$ cat config.mk
export PLATFORM = sky130hd
export DESIGN_NAME = ssp_top
export DESIGN_NICKNAME = d
export VERILOG_FILES = /design/src/pkg/ssp_pkg.sv /design/src/pkg/ssp_tmr_if.sv /design/src/hw/ssp_top.sv /design/src/hw/ssp_sync.sv /design/src/hw/ssp_timer.sv
export VERILOG_INCLUDE_DIRS = /design/src /design/src/pkg
export SDC_FILE = /design/constraint.sdc
export NUM_CORES = 1
export LEC_CHECK = 0
export BUFFER_PORTS_ARGS = -buffer_cell sky130_fd_sc_hd__buf_2
export CORE_ASPECT_RATIO = 1.75
export CORE_MARGIN = 5
export CORE_UTILIZATION = 50
export CTS_BUF_LIST = sky130_fd_sc_hd__clkbuf_4 sky130_fd_sc_hd__clkbuf_8 sky130_fd_sc_hd__clkbuf_16
export DETAILED_ROUTE_END_ITERATION = 10
export PLACE_DENSITY = 0.75
export SLEW_MARGIN = 5
export SYNTH_ARGS = -nofsm -noshare
export SYNTH_HDL_FRONTEND = slang
export SYNTH_SLANG_ARGS = --single-unit
export TNS_END_PERCENT = 30
$ cat constraint.sdc
create_clock -name clock -period 3.1 [get_ports clock]
set_input_delay 0.465 -clock clock [delete_from_list [all_inputs] [get_ports clock]]
set_output_delay 0.465 -clock clock [all_outputs]
set_load 0.005 [all_outputs]
$ cat src/pkg/ssp_cfg.svh
`ifndef SSP_CFG_SVH
`define SSP_CFG_SVH

// Command codes taken on the serial input.
`define SSP_CMD_WRITE_EN 8'h06
`define SSP_CMD_WRITE_DIS 8'h04
`define SSP_CMD_READ_ID 8'h9F
`define SSP_CMD_READ_SR 8'h05
`define SSP_CMD_WRITE_SR 8'h01
`define SSP_CMD_PROG 8'h02
`define SSP_CMD_SECT_ERASE 8'h20
`define SSP_CMD_BLK_ERASE_A 8'h52
`define SSP_CMD_BLK_ERASE_B 8'hD8
`define SSP_CMD_CE_A 8'h60
`define SSP_CMD_CE_B 8'hC7

// Status byte field positions.
`define SSP_SR_BUSY 0
`define SSP_SR_LATCH 1
`define SSP_SR_BP_LO 2
`define SSP_SR_BP_HI 3
`define SSP_SR_SWD 7

// Reset value of the non-volatile bits.
`define SSP_NV_RESET 3'b000

// Byte counts of complete commands.
`define SSP_LEN_WRITE_SR 3'd2
`define SSP_LEN_ADDR 3'd4
`define SSP_LEN_PROG 3'd5
`define SSP_LEN_ONE 3'd1

// Default self-timed cycle lengths in clock cycles.
`define SSP_T_WRITE_SR 24'd1000
`define SSP_T_PROG 24'd2000
`define SSP_T_SECT 24'd4000
`define SSP_T_BLK 24'd6000
`define SSP_T_CE 24'd8000

`endif

$ cat src/pkg/ssp_pkg.sv
package ssp_pkg;

    typedef enum logic [2:0] {
        ST_IDLE,
        ST_CMD,
        ST_DATA,
        ST_SR_OUT,
        ST_ID_OUT,
        ST_IGNORE
    } ssp_state_t;

    typedef enum logic [2:0] {
        OP_NONE,
        OP_WRITE_SR,
        OP_PROG,
        OP_SECT,
        OP_BLK,
        OP_CE
    } ssp_op_t;

endpackage

$ cat src/pkg/ssp_tmr_if.sv
`timescale 1ns/1ns
interface ssp_tmr_if #(parameter int W = 24);
    logic start;
    logic [W-1:0] load;
    logic done;
    modport ctl (output start, output load, input done);
    modport tmr (input start, input load, output done);
endinterface

$ cat src/hw/ssp_top.sv
// Notes on behaviour
// RULE1: Write-disable clears the write-enable latch when it completes.
// RULE2: Host sends write-disable as one byte between chip select low and high.
// RULE3: Latch clears at reset and after disable, status write, program and erases.
// RULE4: Identification read shifts out maker byte then two device bytes, 24 bits.
// RULE5: Identification read is ignored while busy; standby after chip select rises.
// RULE6: Status read works any time and repeats the status byte until deselect.
// RULE7: Host should poll busy before sending a new command during a cycle.
// RULE8: Status bit 0 is busy during program, erase or status write.
// RULE9: Status bit 1 is the latch; program, erase, status write need it set.
// RULE10: Bits 3 and 2 protect areas; chip erase only when both are zero.
// RULE11: Bit 7 with write-protect low gives hardware mode, freezing bits 7, 3, 2.
// RULE12: Status write keeps bits 6, 5, 4, 1, 0; bits 6 to 4 read zero.
// RULE13: Status write executes only with the latch already set.
// RULE14: Status write is code plus one byte, ending on a byte boundary.
// RULE15: Status write cycle starts at deselect, busy throughout, then latch clears.
// RULE16: Bit 7 zero, or write-protect high, allows status writes to bits 7, 3, 2.
// RULE17: Bit 7 set with write-protect low rejects status writes despite the latch.
// RULE18: Hardware mode holds whatever order bit 7 and write-protect low arrive in.
// RULE19: Hardware mode ends only when write-protect goes high; here reset also ends it by clearing bit 7.
// RULE20: Write-enable sets the latch needed by program, erase and status write.
// RULE21: Input sampled on rising serial clock, output shifted on falling edge.
// RULE22: Commands without output are rejected unless deselect is on a byte boundary.
// RULE23: Block-protect bits map to a protected region checked by program and erase.
`timescale 1ns/1ns
`include "ssp_cfg.svh"
module ssp_top #(
    parameter logic [7:0] MAKER_ID = 8'hA5, // Arbitrary value.
    parameter logic [15:0] DEVICE_ID = 16'h5A3C, // Arbitrary value.
    parameter logic [23:0] WRITE_SR_CYCLES = `SSP_T_WRITE_SR,
    parameter logic [23:0] PROG_CYCLES = `SSP_T_PROG,
    parameter logic [23:0] SECT_CYCLES = `SSP_T_SECT,
    parameter logic [23:0] BLK_CYCLES = `SSP_T_BLK,
    parameter logic [23:0] CE_CYCLES = `SSP_T_CE
) (
    // Clock and reset.
    input wire logic clock,
    input wire logic rst_n,
    // Serial link pins.
    input wire logic cs_n,
    input wire logic sclk,
    input wire logic si,
    input wire logic wp_n,
    output logic so,
    output logic so_oe,
    // Protection state.
    output logic hardware_protection_mode
);
    logic [3:0] pin_s;
    logic cs_n_s;
    logic sclk_s;
    logic si_s;
    logic wp_n_s;
    logic sclk_prev_reg;
    logic cs_n_prev_reg;
    logic sclk_rise;
    logic sclk_fall;
    logic cs_rise;
    logic active;
    logic [2:0] bit_cnt_reg;
    logic [2:0] byte_cnt_reg;
    logic [6:0] shift_reg;
    logic [7:0] new_byte;
    logic byte_done;
    ssp_pkg::ssp_state_t state_reg;
    ssp_pkg::ssp_state_t state_next;
    logic [7:0] cmd_reg;
    logic [23:0] addr_reg;
    logic [7:0] wdata_reg;
    logic busy_flag;
    logic write_enable_latch;
    logic status_write_disable;
    logic block_protect_hi;
    logic block_protect_lo;
    logic [7:0] status_byte;
    logic hw_prot;
    logic on_boundary;
    logic commit;
    logic protected_hit;
    ssp_pkg::ssp_op_t op_reg;
    ssp_pkg::ssp_op_t op_next;
    logic [23:0] op_cycles;
    logic [2:0] nv_pending_reg;
    logic [4:0] id_idx;
    logic [23:0] id_word;
    logic so_reg;
    logic so_oe_reg;
    logic hw_prot_reg;

    ssp_tmr_if #(.W(24)) tmr_bus ();

    ssp_sync #(.WIDTH(4)) u_sync (
        .clock(clock),
        .rst_n(rst_n),
        .d({cs_n, sclk, si, wp_n}),
        .q(pin_s)
    );

    assign cs_n_s = pin_s[3];
    assign sclk_s = pin_s[2];
    assign si_s = pin_s[1];
    assign wp_n_s = pin_s[0];

    ssp_timer #(.W(24)) u_timer (
        .clock(clock),
        .rst_n(rst_n),
        .t(tmr_bus)
    );

    // Edge detection on the synchronised pins.
    always_ff @(posedge clock or negedge rst_n) begin
        if (!rst_n) begin
            sclk_prev_reg <= 1'b1;
            cs_n_prev_reg <= 1'b1;
        end else begin
            sclk_prev_reg <= sclk_s;
            cs_n_prev_reg <= cs_n_s;
        end
    end

    assign active = !cs_n_s;
    assign sclk_rise = active && sclk_s && !sclk_prev_reg; // RULE21
    assign sclk_fall = active && !sclk_s && sclk_prev_reg; // RULE21
    assign cs_rise = cs_n_s && !cs_n_prev_reg;
    assign new_byte = {shift_reg, si_s};
    assign byte_done = sclk_rise && (bit_cnt_reg == 3'd7);
    assign on_boundary = (bit_cnt_reg == 3'd0); // RULE22

    // Serial input shifter with bit and byte counters.
    always_ff @(posedge clock or negedge rst_n) begin
        if (!rst_n) begin
            bit_cnt_reg <= 3'd0;
            byte_cnt_reg <= 3'd0;
            shift_reg <= 7'h00;
        end else if (!active) begin
            bit_cnt_reg <= 3'd0;
            byte_cnt_reg <= 3'd0;
        end else if (sclk_rise) begin
            shift_reg <= new_byte[6:0];
            bit_cnt_reg <= bit_cnt_reg + 3'd1;
            if (byte_done && byte_cnt_reg != 3'd7) begin
                byte_cnt_reg <= byte_cnt_reg + 3'd1;
            end
        end
    end

    // Command decode; only status read is taken while a cycle runs.
    always_comb begin
        state_next = state_reg;
        if (!active) begin
            state_next = ssp_pkg::ST_IDLE;
        end else if (state_reg == ssp_pkg::ST_IDLE) begin
            state_next = ssp_pkg::ST_CMD;
        end else if (byte_done && byte_cnt_reg == 3'd0) begin
            case (new_byte)
                `SSP_CMD_READ_SR: state_next = ssp_pkg::ST_SR_OUT; // RULE6
                `SSP_CMD_READ_ID: begin
                    state_next = busy_flag ? ssp_pkg::ST_IGNORE : ssp_pkg::ST_ID_OUT; // RULE5
                end
                `SSP_CMD_WRITE_EN, `SSP_CMD_WRITE_DIS, `SSP_CMD_CE_A, `SSP_CMD_CE_B: begin
                    state_next = busy_flag ? ssp_pkg::ST_IGNORE : ssp_pkg::ST_CMD;
                end
                `SSP_CMD_WRITE_SR, `SSP_CMD_PROG, `SSP_CMD_SECT_ERASE,
                `SSP_CMD_BLK_ERASE_A, `SSP_CMD_BLK_ERASE_B: begin
                    state_next = busy_flag ? ssp_pkg::ST_IGNORE : ssp_pkg::ST_DATA;
                end
                default: state_next = ssp_pkg::ST_IGNORE;
            endcase
        end
    end

    always_ff @(posedge clock or negedge rst_n) begin
        if (!rst_n) begin
            state_reg <= ssp_pkg::ST_IDLE;
        end else begin
            state_reg <= state_next;
        end
    end

    // Command byte, address and status data capture.
    always_ff @(posedge clock or negedge rst_n) begin
        if (!rst_n) begin
            cmd_reg <= 8'h00;
            addr_reg <= 24'h00_0000;
            wdata_reg <= 8'h00;
        end else if (byte_done) begin
            if (byte_cnt_reg == 3'd0) begin
                cmd_reg <= new_byte;
            end else if (state_reg == ssp_pkg::ST_DATA) begin
                if (byte_cnt_reg == 3'd1) begin
                    wdata_reg <= new_byte;
                end
                if (byte_cnt_reg <= 3'd3) begin
                    addr_reg <= {addr_reg[15:0], new_byte};
                end
            end
        end
    end

    // Protected region: 01 top quarter, 10 top half, 11 whole array.
    always_comb begin
        case ({block_protect_hi, block_protect_lo})
            2'b01: protected_hit = (addr_reg[15:14] == 2'b11); // RULE23
            2'b10: protected_hit = addr_reg[15]; // RULE23
            2'b11: protected_hit = 1'b1; // RULE10
            default: protected_hit = 1'b0;
        endcase
    end

    assign hw_prot = status_write_disable && !wp_n_s; // RULE11 RULE18 RULE19
    // A frame that was ignored while busy stays ignored even if the cycle ends before deselect.
    assign commit = cs_rise && on_boundary && !busy_flag && (state_reg != ssp_pkg::ST_IGNORE); // RULE22 RULE5

    // Which self-timed operation a completed command starts.
    always_comb begin
        op_next = ssp_pkg::OP_NONE;
        op_cycles = WRITE_SR_CYCLES;
        if (commit && write_enable_latch) begin // RULE9 RULE20
            case (cmd_reg)
                `SSP_CMD_WRITE_SR: begin
                    if (byte_cnt_reg == `SSP_LEN_WRITE_SR && !hw_prot) begin // RULE13 RULE14 RULE16 RULE17
                        op_next = ssp_pkg::OP_WRITE_SR;
                    end
                end
                `SSP_CMD_PROG: begin
                    if (byte_cnt_reg >= `SSP_LEN_PROG && !protected_hit) begin
                        op_next = ssp_pkg::OP_PROG;
                        op_cycles = PROG_CYCLES;
                    end
                end
                `SSP_CMD_SECT_ERASE: begin
                    if (byte_cnt_reg == `SSP_LEN_ADDR && !protected_hit) begin
                        op_next = ssp_pkg::OP_SECT;
                        op_cycles = SECT_CYCLES;
                    end
                end
                `SSP_CMD_BLK_ERASE_A, `SSP_CMD_BLK_ERASE_B: begin
                    if (byte_cnt_reg == `SSP_LEN_ADDR && !protected_hit) begin
                        op_next = ssp_pkg::OP_BLK;
                        op_cycles = BLK_CYCLES;
                    end
                end
                `SSP_CMD_CE_A, `SSP_CMD_CE_B: begin
                    if (byte_cnt_reg == `SSP_LEN_ONE && !block_protect_hi && !block_protect_lo) begin // RULE10
                        op_next = ssp_pkg::OP_CE;
                        op_cycles = CE_CYCLES;
                    end
                end
                default: op_next = ssp_pkg::OP_NONE;
            endcase
        end
    end

    assign tmr_bus.start = (op_next != ssp_pkg::OP_NONE); // RULE15
    assign tmr_bus.load = op_cycles;

    // Busy flag and the running operation.
    always_ff @(posedge clock or negedge rst_n) begin
        if (!rst_n) begin
            busy_flag <= 1'b0;
            op_reg <= ssp_pkg::OP_NONE;
            nv_pending_reg <= `SSP_NV_RESET;
        end else if (tmr_bus.start) begin
            busy_flag <= 1'b1; // RULE8 RULE15
            op_reg <= op_next;
            nv_pending_reg <= {wdata_reg[`SSP_SR_SWD], wdata_reg[`SSP_SR_BP_HI], wdata_reg[`SSP_SR_BP_LO]};
        end else if (tmr_bus.done) begin
            busy_flag <= 1'b0; // RULE8 RULE15
            op_reg <= ssp_pkg::OP_NONE;
        end
    end

    // Non-volatile bits change only at reset and when a status write completes.
    always_ff @(posedge clock or negedge rst_n) begin
        if (!rst_n) begin
            {status_write_disable, block_protect_hi, block_protect_lo} <= `SSP_NV_RESET;
        end else if (tmr_bus.done && op_reg == ssp_pkg::OP_WRITE_SR) begin
            {status_write_disable, block_protect_hi, block_protect_lo} <= nv_pending_reg; // RULE10 RULE12
        end
    end

    // Write-enable latch.
    always_ff @(posedge clock or negedge rst_n) begin
        if (!rst_n) begin
            write_enable_latch <= 1'b0; // RULE3
        end else if (tmr_bus.done) begin
            write_enable_latch <= 1'b0; // RULE3 RULE15
        end else if (commit && cmd_reg == `SSP_CMD_WRITE_DIS && byte_cnt_reg == `SSP_LEN_ONE) begin
            write_enable_latch <= 1'b0; // RULE1
        end else if (commit && cmd_reg == `SSP_CMD_WRITE_EN && byte_cnt_reg == `SSP_LEN_ONE) begin
            write_enable_latch <= 1'b1; // RULE20
        end
    end

    // Bits 6 to 4 are constant zero.
    assign status_byte = {status_write_disable, 3'b000, block_protect_hi, block_protect_lo,
                          write_enable_latch, busy_flag}; // RULE12

    assign id_word = {MAKER_ID, DEVICE_ID};
    assign id_idx = {2'(byte_cnt_reg - 3'd1), bit_cnt_reg};

    // Serial output, changed on falling serial clock edges.
    always_ff @(posedge clock or negedge rst_n) begin
        if (!rst_n) begin
            so_reg <= 1'b0;
            so_oe_reg <= 1'b0;
        end else if (!active) begin
            so_oe_reg <= 1'b0;
        end else if (sclk_fall) begin
            if (state_reg == ssp_pkg::ST_SR_OUT) begin
                so_reg <= status_byte[3'd7 - bit_cnt_reg]; // RULE6
                so_oe_reg <= 1'b1;
            end else if (state_reg == ssp_pkg::ST_ID_OUT && byte_cnt_reg <= 3'd3) begin
                so_reg <= id_word[5'd23 - id_idx]; // RULE4
                so_oe_reg <= 1'b1;
            end else begin
                so_oe_reg <= 1'b0;
            end
        end
    end

    always_ff @(posedge clock or negedge rst_n) begin
        if (!rst_n) begin
            hw_prot_reg <= 1'b0;
        end else begin
            hw_prot_reg <= hw_prot;
        end
    end

    assign so = so_reg;
    assign so_oe = so_oe_reg;
    assign hardware_protection_mode = hw_prot_reg;
endmodule

$ cat src/hw/ssp_sync.sv
`timescale 1ns/1ns
module ssp_sync #(
    parameter int WIDTH = 1
) (
    // Clock and reset.
    input wire logic clock,
    input wire logic rst_n,
    // Asynchronous level in, synchronised level out.
    input wire logic [WIDTH-1:0] d,
    output logic [WIDTH-1:0] q
);
    logic [WIDTH-1:0] meta_reg;

    // Two flip-flops; the first is read only by the second.
    always_ff @(posedge clock or negedge rst_n) begin
        if (!rst_n) begin
            meta_reg <= '1;
            q <= '1;
        end else begin
            meta_reg <= d;
            q <= meta_reg;
        end
    end
endmodule

$ cat src/hw/ssp_timer.sv
`timescale 1ns/1ns
module ssp_timer #(
    parameter int W = 24
) (
    // Clock and reset.
    input wire logic clock,
    input wire logic rst_n,
    // Start, load and done.
    ssp_tmr_if.tmr t
);
    logic [W-1:0] cnt_reg;
    logic run_reg;
    logic done_reg;

    assign t.done = done_reg;

    // Counts the loaded number of cycles and pulses done once at the end.
    always_ff @(posedge clock or negedge rst_n) begin
        if (!rst_n) begin
            cnt_reg <= '0;
            run_reg <= 1'b0;
            done_reg <= 1'b0;
        end else begin
            done_reg <= 1'b0;
            if (t.start) begin
                cnt_reg <= t.load;
                run_reg <= 1'b1;
            end else if (run_reg) begin
                if (cnt_reg <= W'(1)) begin
                    run_reg <= 1'b0;
                    done_reg <= 1'b1;
                end else begin
                    cnt_reg <= cnt_reg - W'(1);
                end
            end
        end
    end
endmodule

# [Yosys cells after proc, flatten, opt, wreduce, memory -nomap -nowiden]
# Memory sizes are Yosys's and may differ from the RTL's.
# Cells that the tools add are included.
[classes] addsub=6 n_lt_le_gt_ge=5 n_eq_ne=35 n_mux=51 bitwise_logic=2 reduce_logical=57
[ops] op="$mux 24" count=3
[ops] op="$pmux 13 s4" count=1
[ops] op="$mux 3" count=15
[ops] op="$eq 8x3->1 const B" count=5
[ops] op="$eq 8x8->1 const B" count=5
[ops] op="$mux 13" count=3
[ops] op="$eq 8x7->1 const B" count=4
[ops] op="$le 24x1->1 const B" count=1
[ops] op="$logic_and 1x1->1" count=24
[ops] op="$sub 24x1->24 const B" count=1
[ops] op="$mux 1" count=21
[ops] op="$eq 8x1->1 const B" count=2
[ops] op="$eq 8x2->1 const B" count=2
[ops] op="$eq 8x6->1 const B" count=2
[ops] op="$pmux 3 s5" count=1
[ops] op="$mux 12" count=1
[ops] op="$pmux 3 s4" count=1
[ops] op="$reduce_bool 2->1" count=6
[ops] op="$mux 11" count=1
[ops] op="$logic_not 1->1" count=10
[ops] op="$eq 3x2->1 const B" count=3
[ops] op="$eq 3x3->1 const B" count=3
[ops] op="$logic_not 3->1" count=3
[ops] op="$reduce_bool 3->1" count=3
[ops] op="23 further kinds" count=35
[word_totals] ff_bits=98 romBits=32 input_bits=6 output_inout_bits=3 wordCells=181 n_memories=1
[mem_list] memory="(name not given)" depth=32 width=1 read_ports=1 rd_ports_with_merged_regs=0 wr=0 line_no="ssp_top.sv:314" text="so_reg <= id_word[5'd23 - id_idx];"

# [Longest topological paths before layout]
[logic_depth] ltp_word=10 ltp_mapped=10 ltp_nobuf=8

# [By module]
# A second synthesis with hierarchy kept.
[hier_totals] cells_unflattened=467 hier_area_um2=4524.3
[by_module_without_submodules] mod="ssp_top" n_inst=1 cells_per_inst=254 area_per_inst_um2=2638.8 seq_area_each_um2=1178.6
[by_module_without_submodules] mod="ssp_timer" n_inst=1 cells_per_inst=205 area_per_inst_um2=1675.4 seq_area_each_um2=650.6
[by_module_without_submodules] mod="ssp_sync" n_inst=1 cells_per_inst=8 area_per_inst_um2=210.2 seq_area_each_um2=210.2

# [Worst setup path after synthesis]
# No wires, ideal clock.
[synth_path] kind="register to register" startpoint="register byte_cnt_reg[0]" endpoint="register nv_pending_reg[0]" setup_time_ns=0.125 t_arrival_ns=2.347 required_ns=2.975 setup_slack_ns=0.628 path_stages_with_launch=9 n_path_buf=2 period_less_slack_ns=2.472 path_cell_list="dfrtp_1 > clkbuf_1 > inv_1 > ha_1 > or4bb_1 > or4_1 > a41o_1 > buf_6 > mux2_4"
[synth_via] elab_chain_cells=7 word_cells_on_any_way=17 cone_classes="order compare: 1; eq/ne: 3; mux: 7; reduce/logical: 6"
[synth_rtl] item="start, declared" line_no="ssp_top.sv:61" text="logic [2:0] byte_cnt_reg;"
[synth_rtl] item="start signal, assigned" line_no="ssp_top.sv:142" text="byte_cnt_reg <= byte_cnt_reg + 3'd1;"
[synth_rtl] item="branches (longest 4 deep; another with $ge 3x3->1)"
[synth_rtl] item="$pmux 3 s5 *" line_no="ssp_top.sv:219" text="case (cmd_reg)"
[synth_rtl] item="$mux 3 *" line_no="ssp_top.sv:218" text="if (commit && write_enable_latch) begin"
[synth_rtl] item="$reduce_bool 3->1 *" line_no="ssp_top.sv:254" text="assign tmr_bus.start = (op_next != ssp_pkg::OP_NONE);"
[synth_rtl] item="end signal, assigned" line_no="ssp_top.sv:262" text="nv_pending_reg <= `SSP_NV_RESET;"
[synth_rtl] item="end signal, assigned" line_no="ssp_top.sv:266" text="nv_pending_reg <= {wdata_reg[`SSP_SR_SWD], wdata_reg[`SSP_SR_BP_HI], wdata_reg[`SSP_SR_BP_LO]};"
[synth_rtl] item="end, declared" line_no="ssp_top.sv:83" text="logic [2:0] nv_pending_reg;"
# Every way passes the cells marked *.
# A chain may end at the register's enable or synchronous reset.

# [Worst setup path after layout]
[layout_path] startpoint="register byte_cnt_reg[0]" endpoint="register nv_pending_reg[1]"
# Same word-level chain as after synthesis.

==> flow_metrics.tcl <==
set metrics [dict create \
    die_area_sq_um 10520 \
    maxSlewViolCount 0 \
    finalSetupViolations 0 \
    rsz0062_at_grt "false" \
    clk_pin_slew_worst_paths_ns 0.06 \
    crit_path_start_kind "register" \
    fin_crit_sh_pct 89.73 \
    r2r-end "nv_pending_reg[1]" \
    hpwl_mm 6.485 \
    post-route-min-period_ns 2.782 \
    critical_path_arrival_ns 3.01 \
    routed_wirelength_mm 8.960 \
    skew_ns 0.006307 \
    r2r_start "byte_cnt_reg[0]" \
    final_antenna_net_count 0 \
    cp_slowest_stage_delay_ns 0.62 \
    ys.flop_type "dfrtp_1" \
    place.gp.congestion 0.8892 \
    crit_start "byte_cnt_reg[0]" \
    drive_gt1_share_pct 18.22 \
    cts_made_buffers 9 \
    cts_root_buffer "clkbuf_16" \
    grt_use_total_pct 18.78 \
    antenna_found_initial 0 \
    grtUsageMet2_pct 32.93 \
    slew_headroom_pct 33.56 \
    synth_warnings 0 \
    fmax_mhz 359.5 \
    initial_utilization_pct 51.14 \
    io_pins 9 \
    top_usage_layer "met2" \
    status "finished clean" \
    fin_nets 440 \
    crit_family "compound AO/OA/AOI/OAI gates" \
    ys_seq_area_share_pct 47.97 \
    synth_cells 412 \
    grtUsageMet3_pct 4.720 \
    vdd_ir_drop_max_uv 481.0 \
    die_x_um 79.71 \
    cts_setup_buffers 0 \
    core_area_sq_um 8313 \
    synth-seq-cells 81 \
    io_buffers 8 \
    htree_levels 3 \
    cts_resized 0 \
    avgSynthCellArea_sq_um 10.32 \
    worst-slew-pin-transition_ns 0.9966 \
    synth_cell_types 71 \
    finalPower_mw 2.474 \
    crit_type "register to register" \
    slowest_stage "a221oi_1" \
    largest_reg_flops 24 \
    yosysMostFrequentCell "dfrtp_1" \
    grt_pass1_vias 3240 \
    cts_max_path_buffers 2 \
    insertion_delay_ns 0.34 \
    synth_common_cells "dfrtp_1 (71), nand2_1 (48), nor2_1 (35)" \
    viasPerCell 5.801 \
    gr-usage-met1_pct 20.39 \
    crit_chain "inv_1, ha_1, nand2_1, a221oi_1, nand2_1, a41o_1, mux2_4" \
    critPathCaptureType "register" \
    reg2reg_slack_ns 0.32 \
    clock-sinks 81 \
    grt_overflow_total 0 \
    drc 0 \
    hold_viol_final 0 \
    synth_top_area_share_pct 41.79 \
    crit_top_cell "nand2_1" \
    cp.depth 7 \
    hold_class "input port to register" \
    hold_buffers 0 \
    grt_max_degree 82 \
    worst-path-buf-inv 1 \
    rows 44 \
    cp.required_ns 3.32 \
    drtIter0Drc 202 \
    cap_viol_max_count 0 \
    synthTopCellsByArea "dfrtp_1 (42%), dfstp_2 (6.2%), mux2_2 (4.5%), nand2_1 (4.2%), ha_1 (3.2%)" \
    grt_pass1_wl_mm 15.28 \
    area_growth_pct 11.12 \
    endpoint "nv_pending_reg[1]" \
    antennaDiodeCount 0 \
    routedWlPerCell_um 16.50 \
    crit_fanout 13 \
    drt_first_pass_iters 4 \
    async_flop_share_pct 100.0 \
    die_h_um 132.0 \
    powerDensity_nw_per_um2 523.6 \
    yosys.area.top_type "dfrtp_1" \
    leakagePower_nw 2.159 \
    cts_tree "built" \
    synth_edf_count 0 \
    reg2reg_depth 7 \
    vias 3150 \
    syn-num-nets 429 \
    synthesis.area_sq_um 4252 \
    finalSetupTns_ns 0 \
]
layer usage:
| metal | wire [um] | part of all wire, % | vias up |
|---|---|---|---|
| met5 | 0 | 0 | - |
| met4 | 272 | 3.0 | 0 |
| met3 | 249 | 2.8 | 20 |
| met2 | 4968 | 55 | 59 |
| met1 | 3470 | 39 | 1550 |
| li1 | - | - | 1521 |
layout make-up:
| class | instances | area [sq um] |
|---|---|---|
| Fill cell | 698 | 3588 |
| Multi-Input combinational cell | 303 | 2086 |
| Sequential cell | 81 | 2039 |
| Clock buffer | 12 | 260.3 |
| Tap cell | 115 | 143.9 |
| Timing Repair Buffer | 15 | 95.09 |
| Clock inverter | 4 | 51.30 |
| Inverter | 13 | 48.80 |
logic make-up (layout without fill, tap and decap cells):
group / after synthesis / in the layout / synth area share (%)
AO/OA/AOI/OAI: 70 / 70 / 12.95
buffers and inverters: 28 / 44 / 2.973
adder cells (fa/ha/maj): 11 / 11 / 3.237
AND/OR/NAND/NOR: 177 / 177 / 22.13
multiplexers: 25 / 25 / 6.622
XOR/XNOR: 20 / 20 / 4.120
flip-flops: 81 / 81 / 47.97
metrics by stage:
| stage | setup WS (ns) | util (%) | instances | hold slack (ns) | instance area [sq um] |
|---|---|---|---|---|---|
| 2_1_floorplan | 0.6276 | - | 412 | 0.1694 | 4252 |
| 3_3_place_gp | 0.4847 | 53.09 | 527 | 0.3454 | 4413 |
| 3_5_place_dp | 0.3839 | 53.09 | 527 | 0.3490 | 4413 |
| 4_1_cts | 0.3573 | 56.83 | 543 | 0.2060 | 4725 |
| 5_1_grt | 0.1673 | 56.83 | 543 | 0.1981 | 4725 |
| 6_report | 0.3183 | 56.83 | 543 | 0.2204 | 4725 |
power by group:
part / total [mW] / switching, mW / internal [mW]
clock: 1.08 / 0.406 / 0.677
sequential: 1.21 / 0.102 / 1.11
combinational: 0.180 / 0.0853 / 0.0947
total: 2.47 / 0.594 / 1.88
how the worst min path moves through the flow:
stage,from,end,slack (ns),cells after the start
floorplan,rst_n,addr_reg[14],0.17,0
global placement,u_sync.meta_reg[0],u_sync.q[0],0.35,0
detailed placement,u_sync.meta_reg[0],u_sync.q[0],0.35,0
CTS,wp_n,u_sync.meta_reg[0],0.21,1
global route,wp_n,u_sync.meta_reg[0],0.20,1
finish,wp_n,u_sync.meta_reg[0],0.22,1
cell usage in the layout, fill, tap and decap left out, types with 9 or more instances in the layout:
cell type and n:
clkbuf_16 9, dfrtp_1 71, ha_1 11, dfstp_2 10
xor2_1 10, mux2_2 17, nor2_1 35, nor4_1 12
nand2_1 48, nor3_1 16, inv_1 13, nand3_1 12
xnor2_1 10
worst register-to-register path, cell delays in order, from the launching register on:
cell and delay [ns]:
dfrtp_1 0.49, inv_1 0.14, ha_1 0.21, nand2_1 0.06, a221oi_1 0.62, nand2_1 0.28
a41o_1 0.49, mux2_4 0.38
No activity file was read; power rests on OpenSTA's default activity.
